==> src/rtl/hpmx_pkg.sv <==
// Package for the headphone output mix control register bank.
// Assumes a byte-wide register port with one-cycle read latency.
package hpmx_pkg;

  // ----------------------------------------------------------------
  // Register offsets
  // ----------------------------------------------------------------
  localparam logic [7:0] LC_FROM_RCONV1_OFS  = 8'h39;
  localparam logic [7:0] LC_LEVEL_OFS        = 8'h3a;
  localparam logic [7:0] RHP_FROM_LLINE2_OFS = 8'h3b;
  localparam logic [7:0] RHP_FROM_LPRE_OFS   = 8'h3c;
  localparam logic [7:0] RHP_FROM_LCONV1_OFS = 8'h3d;
  localparam logic [7:0] RHP_FROM_RLINE2_OFS = 8'h3e;
  localparam logic [7:0] RHP_FROM_RPRE_OFS   = 8'h3f;
  localparam logic [7:0] RHP_FROM_RCONV1_OFS = 8'h40;
  localparam logic [7:0] RHP_LEVEL_OFS       = 8'h41;

  // ----------------------------------------------------------------
  // Field positions and reset values
  // ----------------------------------------------------------------
  localparam int         ROUTE_BIT     = 7;
  localparam int         VOL_MSB       = 6;
  localparam int         LVL_MSB       = 7;
  localparam int         LVL_LSB       = 4;
  localparam int         UNMUTE_BIT    = 3;
  localparam int         PD_HIZ_BIT    = 2;
  localparam int         PENDING_BIT   = 1;
  localparam int         POWER_BIT     = 0;
  localparam logic [7:0] ROUTE_RESET   = 8'h00;
  localparam logic [7:0] LEVEL_RESET   = 8'h06;
  localparam logic [3:0] LVL_MAX_CODE  = 4'h9;
  localparam logic [6:0] VOL_RESET     = 7'h00;

  // ----------------------------------------------------------------
  // Timing: gain ramp step time and its cycle count at 100 MHz.
  // ----------------------------------------------------------------
  localparam int         CLK_MHZ       = 100;
  localparam int         STEP_NS       = 1000;
  localparam int         STEP_CYCLES   = (STEP_NS * CLK_MHZ) / 1000;

  // One source path: route enable and volume code.
  typedef struct packed {
    logic       route_en;
    logic [6:0] volume;
  } hpmx_path_s;

  // Driver level control as seen by the analog side.
  typedef struct packed {
    logic [3:0] level;
    logic       unmute;
    logic       pd_hiz;
    logic       power_up;
  } hpmx_drv_s;

  typedef enum logic [1:0] {
    ST_SETTLED = 2'b01,
    ST_RAMPING = 2'b10
  } hpmx_ramp_e;

endpackage

==> src/rtl/hpmx_regs.sv <==
// Register bank for the left common and right headphone driver mixers.
// Assumes a synchronous register port on clk; analog side reads outputs.
//
// Implementation choice: the strobed register port.
`timescale 1ns/100ps
module hpmx_regs
  import hpmx_pkg::*;
(
  // Clock and reset
  input  wire logic             clk,
  input  wire logic             reset,
  // Register port
  input  wire logic [7:0]       reg_addr,
  input  wire logic [7:0]       reg_wdata,
  input  wire logic             reg_write,
  input  wire logic             reg_read,
  output logic      [7:0]       reg_rdata,
  // Left common headphone driver controls
  output hpmx_path_s            lc_from_right_converter_one,
  output hpmx_drv_s             lc_drv,
  // Right headphone driver controls
  output hpmx_path_s            rhp_from_line_two_left,
  output hpmx_path_s            rhp_from_left_preamp,
  output hpmx_path_s            rhp_from_left_converter_one,
  output hpmx_path_s            rhp_from_line_two_right,
  output hpmx_path_s            rhp_from_right_preamp,
  output hpmx_path_s            rhp_from_right_converter_one,
  output hpmx_drv_s             rhp_drv
);

  // ----------------------------------------------------------------
  // Storage
  // ----------------------------------------------------------------
  logic [7:0] route_reg [0:6];
  logic [7:0] lc_level_reg;
  logic [7:0] rhp_level_reg;
  logic       lc_pending_reg;
  logic       rhp_pending_reg;

  // Index 0 is the left common path, 1..6 the right driver paths.
  function automatic logic [2:0] route_index(input logic [7:0] a);
    logic [2:0] idx;
    idx = 3'h7;
    unique case (a)
      LC_FROM_RCONV1_OFS:  idx = 3'h0;
      RHP_FROM_LLINE2_OFS: idx = 3'h1;
      RHP_FROM_LPRE_OFS:   idx = 3'h2;
      RHP_FROM_LCONV1_OFS: idx = 3'h3;
      RHP_FROM_RLINE2_OFS: idx = 3'h4;
      RHP_FROM_RPRE_OFS:   idx = 3'h5;
      RHP_FROM_RCONV1_OFS: idx = 3'h6;
      default:             idx = 3'h7;
    endcase
    return idx;
  endfunction

  logic [2:0] wr_idx;
  assign wr_idx = route_index(reg_addr);

  // ----------------------------------------------------------------
  // Routing registers
  // ----------------------------------------------------------------
  // route and volume store
  always_ff @(posedge clk)
  begin
    for (int i = 0; i < 7; i++)
    begin
      if (reset)
        route_reg[i] <= ROUTE_RESET;
      else if (reg_write && wr_idx == 3'(i))
        route_reg[i] <= reg_wdata;
    end
  end

  // ----------------------------------------------------------------
  // Level control registers
  // ----------------------------------------------------------------
  // Bit 1 is never stored from the bus; it reads the pending flag.
  // writable fields
  always_ff @(posedge clk)
  begin
    if (reset)
    begin
      // Bit 1 of the reset value is carried by the pending flag, not stored here.
      lc_level_reg  <= LEVEL_RESET & ~(8'h01 << PENDING_BIT);
      rhp_level_reg <= LEVEL_RESET & ~(8'h01 << PENDING_BIT);
    end
    else if (reg_write)
    begin
      if (reg_addr == LC_LEVEL_OFS)
        lc_level_reg <= reg_wdata & ~(8'h01 << PENDING_BIT);
      if (reg_addr == RHP_LEVEL_OFS)
        rhp_level_reg <= reg_wdata & ~(8'h01 << PENDING_BIT);
    end
  end

  // ----------------------------------------------------------------
  // Gain settling
  // ----------------------------------------------------------------
  // A write that touches a gain of the driver sets the flag for one step;
  // the outputs take the new gain one cycle after the register, whatever the flag.
  logic [15:0] lc_cnt_reg;
  logic [15:0] rhp_cnt_reg;
  logic        lc_gain_wr;
  logic        rhp_gain_wr;
  assign lc_gain_wr  = reg_write && (reg_addr == LC_LEVEL_OFS || wr_idx == 3'h0);
  assign rhp_gain_wr = reg_write && (reg_addr == RHP_LEVEL_OFS ||
                                     (wr_idx != 3'h0 && wr_idx != 3'h7));

  always_ff @(posedge clk)
  begin
    if (reset)
    begin
      lc_pending_reg  <= 1'b1;
      rhp_pending_reg <= 1'b1;
      lc_cnt_reg      <= 16'(STEP_CYCLES);
      rhp_cnt_reg     <= 16'(STEP_CYCLES);
    end
    else
    begin
      if (lc_gain_wr)
      begin
        lc_pending_reg <= 1'b1;
        lc_cnt_reg     <= 16'(STEP_CYCLES);
      end
      else if (lc_cnt_reg != 16'h0000)
        lc_cnt_reg <= lc_cnt_reg - 16'h0001;
      else
        lc_pending_reg <= 1'b0;
      if (rhp_gain_wr)
      begin
        rhp_pending_reg <= 1'b1;
        rhp_cnt_reg     <= 16'(STEP_CYCLES);
      end
      else if (rhp_cnt_reg != 16'h0000)
        rhp_cnt_reg <= rhp_cnt_reg - 16'h0001;
      else
        rhp_pending_reg <= 1'b0;
    end
  end

  // ----------------------------------------------------------------
  // Read port
  // ----------------------------------------------------------------
  logic [7:0] rd_mux;
  always_comb
  begin
    rd_mux = 8'h00;
    if (route_index(reg_addr) != 3'h7)
      rd_mux = route_reg[route_index(reg_addr)];
    else if (reg_addr == LC_LEVEL_OFS)
      rd_mux = lc_level_reg | {6'h00, lc_pending_reg, 1'b0};
    else if (reg_addr == RHP_LEVEL_OFS)
      rd_mux = rhp_level_reg | {6'h00, rhp_pending_reg, 1'b0};
  end

  always_ff @(posedge clk)
  begin
    if (reset)
      reg_rdata <= 8'h00;
    else if (reg_read)
      reg_rdata <= rd_mux;
    else
      reg_rdata <= 8'h00;
  end

  // ----------------------------------------------------------------
  // Analog control outputs
  // ----------------------------------------------------------------
  always_ff @(posedge clk)
  begin
    if (reset)
    begin
      lc_from_right_converter_one  <= hpmx_path_s'(ROUTE_RESET);
      rhp_from_line_two_left       <= hpmx_path_s'(ROUTE_RESET);
      rhp_from_left_preamp         <= hpmx_path_s'(ROUTE_RESET);
      rhp_from_left_converter_one  <= hpmx_path_s'(ROUTE_RESET);
      rhp_from_line_two_right      <= hpmx_path_s'(ROUTE_RESET);
      rhp_from_right_preamp        <= hpmx_path_s'(ROUTE_RESET);
      rhp_from_right_converter_one <= hpmx_path_s'(ROUTE_RESET);
      lc_drv                       <= '{4'h0, 1'b0, 1'b1, 1'b0};
      rhp_drv                      <= '{4'h0, 1'b0, 1'b1, 1'b0};
    end
    else
    begin
      lc_from_right_converter_one  <= route_reg[0];
      rhp_from_line_two_left       <= route_reg[1];
      rhp_from_left_preamp         <= route_reg[2];
      rhp_from_left_converter_one  <= route_reg[3];
      rhp_from_line_two_right      <= route_reg[4];
      rhp_from_right_preamp        <= route_reg[5];
      rhp_from_right_converter_one <= route_reg[6];
      lc_drv  <= '{lc_level_reg[LVL_MSB:LVL_LSB], lc_level_reg[UNMUTE_BIT],
                   lc_level_reg[PD_HIZ_BIT], lc_level_reg[POWER_BIT]};
      rhp_drv <= '{rhp_level_reg[LVL_MSB:LVL_LSB], rhp_level_reg[UNMUTE_BIT],
                   rhp_level_reg[PD_HIZ_BIT], rhp_level_reg[POWER_BIT]};
    end
  end

  // ----------------------------------------------------------------
  // Checks
  // ----------------------------------------------------------------
  chk_lc_route_bit: assert property (@(posedge clk) disable iff (reset)
    reg_write && reg_addr == LC_FROM_RCONV1_OFS
    |=> ##1 lc_from_right_converter_one.route_en == $past(reg_wdata[ROUTE_BIT], 2))
    else $error("left common route bit not applied");

  chk_vol_readback: assert property (@(posedge clk) disable iff (reset)
    reg_write && reg_addr == RHP_FROM_LPRE_OFS ##1 reg_read && reg_addr == RHP_FROM_LPRE_OFS
    |=> reg_rdata[VOL_MSB:0] == $past(reg_wdata[VOL_MSB:0], 2))
    else $error("volume code readback mismatch");

  chk_level_out: assert property (@(posedge clk) disable iff (reset)
    reg_write && reg_addr == RHP_LEVEL_OFS
    |=> ##1 rhp_drv.level == $past(reg_wdata[LVL_MSB:LVL_LSB], 2))
    else $error("right level code not applied");

  chk_reserved_lvl: assert property (@(posedge clk) disable iff (reset)
    (lc_drv.level <= LVL_MAX_CODE) && (rhp_drv.level <= LVL_MAX_CODE))
    else $error("reserved level code reached a driver");

  chk_mute_out: assert property (@(posedge clk) disable iff (reset)
    reg_write && reg_addr == LC_LEVEL_OFS
    |=> ##1 lc_drv.unmute == $past(reg_wdata[UNMUTE_BIT], 2))
    else $error("mute bit not applied");

  chk_hiz_out: assert property (@(posedge clk) disable iff (reset)
    reg_write && reg_addr == RHP_LEVEL_OFS
    |=> ##1 rhp_drv.pd_hiz == $past(reg_wdata[PD_HIZ_BIT], 2))
    else $error("power-down drive bit not applied");

  chk_pending_set: assert property (@(posedge clk) disable iff (reset)
    reg_write && reg_addr == RHP_FROM_RPRE_OFS ##1 reg_read && reg_addr == RHP_LEVEL_OFS
    |=> reg_rdata[PENDING_BIT])
    else $error("pending flag not raised after gain write");

  chk_power_out: assert property (@(posedge clk) disable iff (reset)
    reg_write && reg_addr == LC_LEVEL_OFS
    |=> ##1 lc_drv.power_up == $past(reg_wdata[POWER_BIT], 2))
    else $error("power bit not applied");

  chk_rhp_route: assert property (@(posedge clk) disable iff (reset)
    reg_write && reg_addr == RHP_FROM_LCONV1_OFS
    |=> ##1 rhp_from_left_converter_one == $past(reg_wdata, 2))
    else $error("right route from left converter not applied");

  chk_ro_flag: assert property (@(posedge clk) disable iff (reset)
    reg_write && reg_addr == LC_LEVEL_OFS |=> lc_level_reg[PENDING_BIT] == 1'b0)
    else $error("read-only flag stored from bus");

  chk_lline2_route: assert property (@(posedge clk) disable iff (reset)
    reg_write && reg_addr == RHP_FROM_LLINE2_OFS
    |=> ##1 rhp_from_line_two_left.route_en == $past(reg_wdata[ROUTE_BIT], 2))
    else $error("right route from left line two not applied");

  chk_lpre_route: assert property (@(posedge clk) disable iff (reset)
    reg_write && reg_addr == RHP_FROM_LPRE_OFS
    |=> ##1 rhp_from_left_preamp.route_en == $past(reg_wdata[ROUTE_BIT], 2))
    else $error("right route from left preamp not applied");

  chk_rline2_route: assert property (@(posedge clk) disable iff (reset)
    reg_write && reg_addr == RHP_FROM_RLINE2_OFS
    |=> ##1 rhp_from_line_two_right.route_en == $past(reg_wdata[ROUTE_BIT], 2))
    else $error("right route from right line two not applied");

  chk_rpre_route: assert property (@(posedge clk) disable iff (reset)
    reg_write && reg_addr == RHP_FROM_RPRE_OFS
    |=> ##1 rhp_from_right_preamp.route_en == $past(reg_wdata[ROUTE_BIT], 2))
    else $error("right route from right preamp not applied");

  chk_rconv1_route: assert property (@(posedge clk) disable iff (reset)
    reg_write && reg_addr == RHP_FROM_RCONV1_OFS
    |=> ##1 rhp_from_right_converter_one.route_en == $past(reg_wdata[ROUTE_BIT], 2))
    else $error("right route from right converter not applied");

  chk_lc_settled: assert property (@(posedge clk) disable iff (reset)
    !lc_gain_wr && lc_cnt_reg == 16'h0000
    |=> !lc_pending_reg)
    else $error("left common pending flag not cleared");

  chk_rhp_settled: assert property (@(posedge clk) disable iff (reset)
    !rhp_gain_wr && rhp_cnt_reg == 16'h0000
    |=> !rhp_pending_reg)
    else $error("right pending flag not cleared");

endmodule

==> config.mk <==
export PLATFORM = sky130hd
export DESIGN_NAME = hpmx_regs
export DESIGN_NICKNAME = d
export VERILOG_FILES = /design/src/rtl/hpmx_pkg.sv /design/src/rtl/hpmx_regs.sv
export SDC_FILE = /design/constraint.sdc
export NUM_CORES = 1
export LEC_CHECK = 0
export ABC_CLOCK_PERIOD_IN_PS = 2390
export BUFFER_PORTS_ARGS = -buffer_cell sky130_fd_sc_hd__buf_2
export CAP_MARGIN = 20
export CORE_ASPECT_RATIO = 0.9
export CORE_MARGIN = 4
export CORE_UTILIZATION = 51
export DETAILED_ROUTE_END_ITERATION = 8
export GPL_TIMING_DRIVEN = 0
export PLACE_DENSITY = 0.86
export SLEW_MARGIN = 20
export SYNTH_ARGS = -nofsm -noshare
export SYNTH_HDL_FRONTEND = slang
export SYNTH_SLANG_ARGS = --single-unit
==> constraint.sdc <==
create_clock -name clk -period 2.39 [get_ports clk]
set_input_delay 0.5975 -clock clk [delete_from_list [all_inputs] [get_ports clk]]
set_output_delay 0.5975 -clock clk [all_outputs]
set_load 0.005 [all_outputs]
# Word level (Yosys, flattened, before mapping)
# Memories as Yosys holds them, arrays and structs flattened. A register that Yosys moved wholly into a read port is not among the register bits.
# Index checks and enable logic that the tools add are counted.
# Widths: inputs -> output; s select.
# word_totals
wordCells	100
reg_bits	70
output_inout_bits	78
n_memories	1
ram_bits	56
inputBits	20
latchBits	0
romBits	0
# classes
n_div	0
mul	0
eq_ne	16
n_reduce_logical	21
mux	35
bitwise	10
n_lt_le_gt_ge	0
shift	0
addsub	2
# memory_table
memory	depth	width	rd	rd_clocked_by_memory_dff	wr	line	source
route_reg	7	8	8	7	7	hpmx_regs.sv:34	logic [7:0] route_reg [0:6];
# op_table
operator	count
$mux 8	10
$eq 8x6->1 const B	7
$reduce_bool 16->1	2
$sub 16x1->16 const B	2
$mux 1	23
$pmux 3 s7	1
$eq 8x7->1 const B	2
$or 8x2->8	2
$logic_and 1x1->1	10
$eq 3x3->1 const B	3
$or 1x1->1	7
$eq 3x2->1 const B	2
$reduce_or 2->1	3
$reduce_and 2->1	2
$eq 3x1->1 const B	1
$logic_not 3->1	1
$mux 3	1
$ne 3x3->1 const B	1
$reduce_bool 3->1	1
$logic_or 1x1->1	2
$not 1->1	1

# Longest topological paths before layout
# Gate-level depths: netlist of the first run.
# logic_depth
depth_word	8
ltp_mapped	8
depth_no_buf	7

# Worst setup path after synthesis of the first run
# OpenSTA, ideal clock, no wires.
# synth_path
path_kind	input-to-reg
start	input port reg_addr[7]
end	register reg_rdata[6]
arrival_ns	2.327
t_required_ns	2.268
setup_slack_ns	-0.058
stages	7
setup_time_ns	0.122
n_path_buf	2
path_cell_list	buf_6 > or4b_4 > or4b_4 > buf_6 > nand3_2 > o211ai_1 > a221o_1
# synth_between
elab_chain_cells	5
# synth_rtl
item	line	source
start: declaration	hpmx_regs.sv:13	input wire logic [7:0] reg_addr,
$eq 8x7->1 or $eq 8x6->1 (tied branches)	hpmx_regs.sv:44	unique case (a)
$pmux 3 s7	hpmx_regs.sv:44	
$mux 3	hpmx_regs.sv:149	if (route_index(reg_addr) != 3'h7)
$mem_v2 7x8	--	
$mux 8 *	hpmx_regs.sv:149	
end signal: assignment	hpmx_regs.sv:162	reg_rdata <= rd_mux;
end: declaration	hpmx_regs.sv:17	output logic [7:0] reg_rdata,
# Mark *: on every way between the ends. The rest lies on a longest branch, timed or not. The select of a mux whose other input is x is not followed.
# A chain may end at the register's enable or synchronous reset.

==> results of run 1 <==
## power breakdown
| part | leakage [nW] | internal, W | switching (W) |
|---|---|---|---|
| registers | 1.57 | 0.00331 | 0.0000786 |
| clock network | 0.281 | 0.00152 | 0.00121 |
| logic | 1.42 | 0.000166 | 0.000256 |
## synthesized netlist by cell type, types with 8 or more instances
library cell / n / area, um^2
and2_1: 57 / 357
a22oi_1: 17 / 128
dfxtp_1: 126 / 2520
clkbuf_1: 20 / 75.1
nand2_1: 23 / 86.3
a221o_1: 8 / 80.1
nor2_1: 46 / 173
nor4_1: 12 / 75.1
nor3b_1: 8 / 60.1
nor3_1: 15 / 75.1
a221oi_1: 8 / 70.1
edfxtp_1: 56 / 1680
xor2_1: 12 / 105
o2bb2ai_1: 8 / 70.1
nor2b_1: 70 / 438
a21oi_1: 19 / 95.1
inv_1: 11 / 41.3
o21ai_0: 10 / 50.1
nand3_1: 34 / 170
## cells by family after synthesis
logic type | share of synthesized area, %
simple gates | 25.3
flops | 58.4
compound gates | 11.0
buf+inv | 2.68
xor+xnor | 2.07
fa+ha+maj | 0.348
mux | 0.139
## per-layer routing
layer | wire length [um] | GRT usage, %
met1 | 7320 | 28.5
met4 | 542 | 9.32
met5 | 0 | 0
met2 | 8240 | 35.0
met3 | 1350 | 5.20
## metrics by stage
stage / hold WS (ps) / TNS, ps / std cells
after floorplan: 427 / -461 / 663
after global placement: 462 / -34570 / 947
after detailed placement: 466 / -37730 / 947
after CTS: 481 / 0 / 979
after global routing: 487 / -91.8 / 981
final: 477 / 0 / 981
## cell type report
class	instances	area share (%)
inverter	11	0.483
clock inverter	12	1.36
antenna	2	0.0586
buffer	30	1.82
sequential	182	49.2
multi-input combinational	440	33.4
timing repair buffer	95	5.56
clock buffer	20	5.36
tap	189	2.77
## worst max-delay path, delay by kind of cell
family / cells / cell delay, ps
buffers and inverters: 3 / 770
AOI/OAI and AO/OA: 1 / 690
and+or+nand+nor: 1 / 320
## final timing paths
kind / endpoint / slack (ps) / depth (start not counted)
setup / recovery: route_reg[3][4] / 70 / 5
hold / removal: rhp_level_reg[6] / 480 / 2
setup reg to reg: rhp_cnt_reg[8] / 190 / 5
hold reg to reg: rhp_level_reg[6] / 480 / 2
==> flow_metrics.env, run 1 <==
export IMPL_largest_reg_flops=56
export IMPL_ant_nets=0
export IMPL_area_growth_pct=18.8
export IMPL_async_flop_share_pct=0
export IMPL_path_clk_slew_ps=70
export IMPL_drive_gt1_share_pct=19.9
export IMPL_crit_type="in -> reg"
export IMPL_tightest_slew_ps=1110
export IMPL_io_buffers=95
export IMPL_synth_ff_type="dfxtp_1"
export IMPL_ys_types=60
export IMPL_dpl_hpwl_um=12300
export IMPL_synth_cells=663
export IMPL_ys_seq_area_share_pct=58.4
export IMPL_pre_cts_ws_ps=-479
export IMPL_power_density_nw_per_um2=765
export IMPL_avgSynthCellArea_um2=10.9
export IMPL_nets=799
export IMPL_hp_start="rhp_level_reg[6]"
export IMPL_grt_total_usage_pct=21.8
export IMPL_cp_end_kind="flip-flop"
export IMPL_cts_buffers=17
export IMPL_dieArea_um2=16100
export IMPL_fin_crit_ps=2320
export IMPL_peakVddDrop_mv=0.525
export IMPL_route_detailed_drc=0
export IMPL_ios=98
export IMPL_fmax_mhz=431
export IMPL_die_w_um=133
export IMPL_cts_resized=1
export IMPL_crit_chain="buf_2 > buf_6 > clkbuf_1 > nand3_1 > o21bai_1"
export IMPL_hold_path_class="reg -> reg"
export IMPL_cts_sinks=182
export IMPL_antenna_found_initial=2
export IMPL_worstPathArrival_ps=2380
export IMPL_synth_seq_cells=182
export IMPL_outcome="finished clean"
export IMPL_drt_total_wl_um=17500
export IMPL_finalPower_w=0.00653
export IMPL_slew_headroom_pct=25.1
export IMPL_drt_iter0_drc=558
export IMPL_clock_skew_ps=14.2
export IMPL_grt_pass1_wl_um=27000
export IMPL_hold_viol=0
export IMPL_clk_latency_ps=440
export IMPL_cts_tree="yes"
export IMPL_gp_congestion=0.918
export IMPL_ctsHoldBuffers=0
export IMPL_final_util_pct=63.0
export IMPL_synth_area_um2=7200
export IMPL_cts_setup_buffers=0
export IMPL_cp_data_required_time_ps=2450
export IMPL_max_stage_delay_ps=690
export IMPL_worstPathMaxFanout=10
export IMPL_nFillCells=1078
export IMPL_synth_edff_count=56
export IMPL_stdcell_area_um2=8550
export IMPL_register_area_um2=4200
export IMPL_grt_ovfl_total=0
export IMPL_rows=40
export IMPL_ys_warn_count=0
export IMPL_layout_commonest_cell="dfxtp_1"
export IMPL_drv_slew=0
export IMPL_clock_path_buffers=2
export IMPL_setup_viol=0
export IMPL_multi_input_area_um2=2850
export IMPL_vias=5400
export IMPL_reg2reg_from="rhp_cnt_reg[2]"
export IMPL_coreArea_um2=13600
export IMPL_grt_pass1_vias=5047
export IMPL_placed_area_um2=7920
export IMPL_cap_violations=0
export IMPL_grt_max_degree=17
export IMPL_die_h_um=121
export IMPL_mostFrequentLayoutCells="dfxtp_1, buf_2, nor2b_1"
export IMPL_period_share_pct=97.0
export IMPL_critPathLaunchType="input port"
export IMPL_clockRootBuffer="clkbuf_16"
export IMPL_crit_start="reg_addr[2]"
export IMPL_first_pass_iters=5
export IMPL_p_leak_nw=3.27
export IMPL_synthesis_nets=685
export IMPL_cts_htree_levels=4
export IMPL_finalWorstSetupSlack_ps=71.5
export IMPL_slowest_stage="o21bai_1"
export IMPL_drt_wirelength_per_cell_um=17.8
export IMPL_start_util_pct=53.1
export IMPL_via_per_inst=5.50
Power figures use the tool's default switching activity.
==> run 2: changes to the inputs <==
--- a/config.mk
+++ b/config.mk
@@ -10,10 +10,11 @@
 export CAP_MARGIN = 20
 export CORE_ASPECT_RATIO = 0.9
 export CORE_MARGIN = 4
-export CORE_UTILIZATION = 51
+export CORE_UTILIZATION = 54
+export CTS_BUF_LIST = sky130_fd_sc_hd__clkbuf_4 sky130_fd_sc_hd__clkbuf_8
 export DETAILED_ROUTE_END_ITERATION = 8
 export GPL_TIMING_DRIVEN = 0
-export PLACE_DENSITY = 0.86
+export PLACE_DENSITY = 0.9
 export SLEW_MARGIN = 20
 export SYNTH_ARGS = -nofsm -noshare
 export SYNTH_HDL_FRONTEND = slang
==> flow_metrics.env, run 2 (synthesized netlist as in run 1, its figures left out) <==
export IMPL_cts_resized=2
export IMPL_drive_gt1_share_pct=20.3
export IMPL_cts_htree_levels=4
export IMPL_drt_wirelength_per_cell_um=18.2
export IMPL_cap_violations=0
export IMPL_period_share_pct=101
export IMPL_clock_path_buffers=2
export IMPL_p_clk_share_pct=35.3
export IMPL_fin_crit_ps=2410
export IMPL_ant_nets=0
export IMPL_stdcell_area_um2=8340
export IMPL_slew_headroom_pct=38.1
export IMPL_critPathLaunchType="input port"
export IMPL_drt_total_wl_um=17400
export IMPL_fmax_mhz=415
export IMPL_grt_pass1_wl_um=26800
export IMPL_fin_setup_tns_ps=-93.3
export IMPL_cp_data_required_time_ps=2770
export IMPL_ctsHoldBuffers=0
export IMPL_worstPathArrival_ps=2790
export IMPL_grt_max_degree=17
export IMPL_diodes=0
export IMPL_via_per_inst=5.84
export IMPL_die_w_um=130
export IMPL_die_h_um=118
export IMPL_pwr_share_seq_pct=57.4
export IMPL_dpl_hpwl_um=12200
export IMPL_cts_tree="yes"
export IMPL_io_buffers=95
export IMPL_cts_sinks=182
export IMPL_gp_congestion=0.989
export IMPL_fin_cells=954
export IMPL_violations="negative setup slack"
export IMPL_coreArea_um2=12900
export IMPL_placed_area_um2=7900
export IMPL_peakVddDrop_mv=0.385
export IMPL_dp_cells=922
export IMPL_setup_viol=11
export IMPL_finalWorstSetupSlack_ps=-17.9
export IMPL_cts_setup_buffers=0
export IMPL_cp_end_kind="flip-flop"
export IMPL_ios=98
export IMPL_crit_type="in -> reg"
export IMPL_area_growth_pct=15.8
export IMPL_hold_path_class="reg -> reg"
export IMPL_register_area_um2=4200
export IMPL_grt_ovfl_total=0
export IMPL_switchingPower_w=0.00138
export IMPL_final_util_pct=64.7
export IMPL_first_pass_iters=8
export IMPL_start_util_pct=55.9
export IMPL_path_clk_slew_ps=90
export IMPL_route_detailed_drc=0
export IMPL_grt_total_usage_pct=22.8
export IMPL_dieArea_um2=15200
export IMPL_clock_skew_ps=12.0
export IMPL_comb_power_share_pct=7.3
export IMPL_power_internal_w=0.00451
export IMPL_antenna_found_initial=0
export IMPL_power_density_nw_per_um2=706
export IMPL_rows=39
export IMPL_outcome="finished with violations"
export IMPL_drt_iter0_drc=613
export IMPL_mostFrequentLayoutCells="dfxtp_1, buf_2, nor2b_1"
export IMPL_largest_reg_flops=56
export IMPL_grt_pass1_vias=5187
export IMPL_p_leak_nw=3.19
export IMPL_vias=5576
export IMPL_nets=799
export IMPL_multi_input_area_um2=2850
export IMPL_drv_slew=0
export IMPL_layout_commonest_cell="dfxtp_1"
export IMPL_clk_latency_ps=460
export IMPL_cts_buffers=17
export IMPL_tightest_slew_ps=926
export IMPL_rsz0062_at_grt="yes"
export IMPL_nFillCells=1011
export IMPL_clockRootBuffer="clkbuf_8"
export IMPL_hold_viol=0
export IMPL_worstPathMaxFanout=10
export IMPL_swShare_pct=23.5
==> run 2: cell count changes in the layout (fill, tap and decap cells not counted), moves of 3 or more <==
cell,delta
inv_6,-4
clkinv_2,+4
clkbuf_8,+17
clkbuf_1,-3
clkbuf_16,-18
==> run 2: area by class of cell <==
type | count | area share, %
timing repair buffer | 95 | 5.70
clock inverter | 14 | 1.91
inverter | 11 | 0.495
clock buffer | 18 | 2.90
multi-input combinational | 440 | 34.2
tap | 164 | 2.46
buffer | 30 | 1.88
sequential | 182 | 50.4
==> run 2: path summary, 6_finish.rpt <==
kind	startpoint	end	slack, ps	cells after the start
worst max-delay path	reg_addr[6]	reg_rdata[3]	-20	7
worst min-delay path	rhp_pending_reg	rhp_pending_reg	470	1
worst max register to register	rhp_cnt_reg[2]	rhp_cnt_reg[8]	200	5
worst min register to register	rhp_pending_reg	rhp_pending_reg	470	1
==> run 2: metal layers <==
| layer | track usage (%) | wire length [um] | share of wire (%) |
|---|---|---|---|
| met1 | 31.3 | 7020 | 40 |
| met2 | 33.4 | 7710 | 44 |
| met3 | 6.26 | 1920 | 11 |
| met4 | 11.0 | 735 | 4.2 |
| met5 | 0 | 0 | 0 |
==> run 2: power by group through the flow <==
stage          Sequential [W]  Combinational (W)  Clock (W)
2_1_floorplan         0.00344           0.000240          0
3_3_place_gp          0.00344           0.000403          0
3_5_place_dp          0.00345           0.000416          0
4_1_cts               0.00338           0.000420    0.00210
5_1_grt               0.00340           0.000463    0.00223
6_report              0.00338           0.000428    0.00208
==> run 2: per-stage QoR <==
stage	total power, W	worst slack, ps	hold slack, ps
2_1_floorplan	0.00368	-45.7	427
3_3_place_gp	0.00385	-517	439
3_5_place_dp	0.00386	-560	445
4_1_cts	0.00590	21.8	466
5_1_grt	0.00609	-112	476
6_report	0.00589	-17.9	467
==> run 2: worst max-delay path, cell delays in order <==
cell      delay (ps)
buf_2            120
nand4b_1         390
nor4_2           760
clkbuf_1         420
a22oi_1          180
nor2_1           140
a221o_1          180
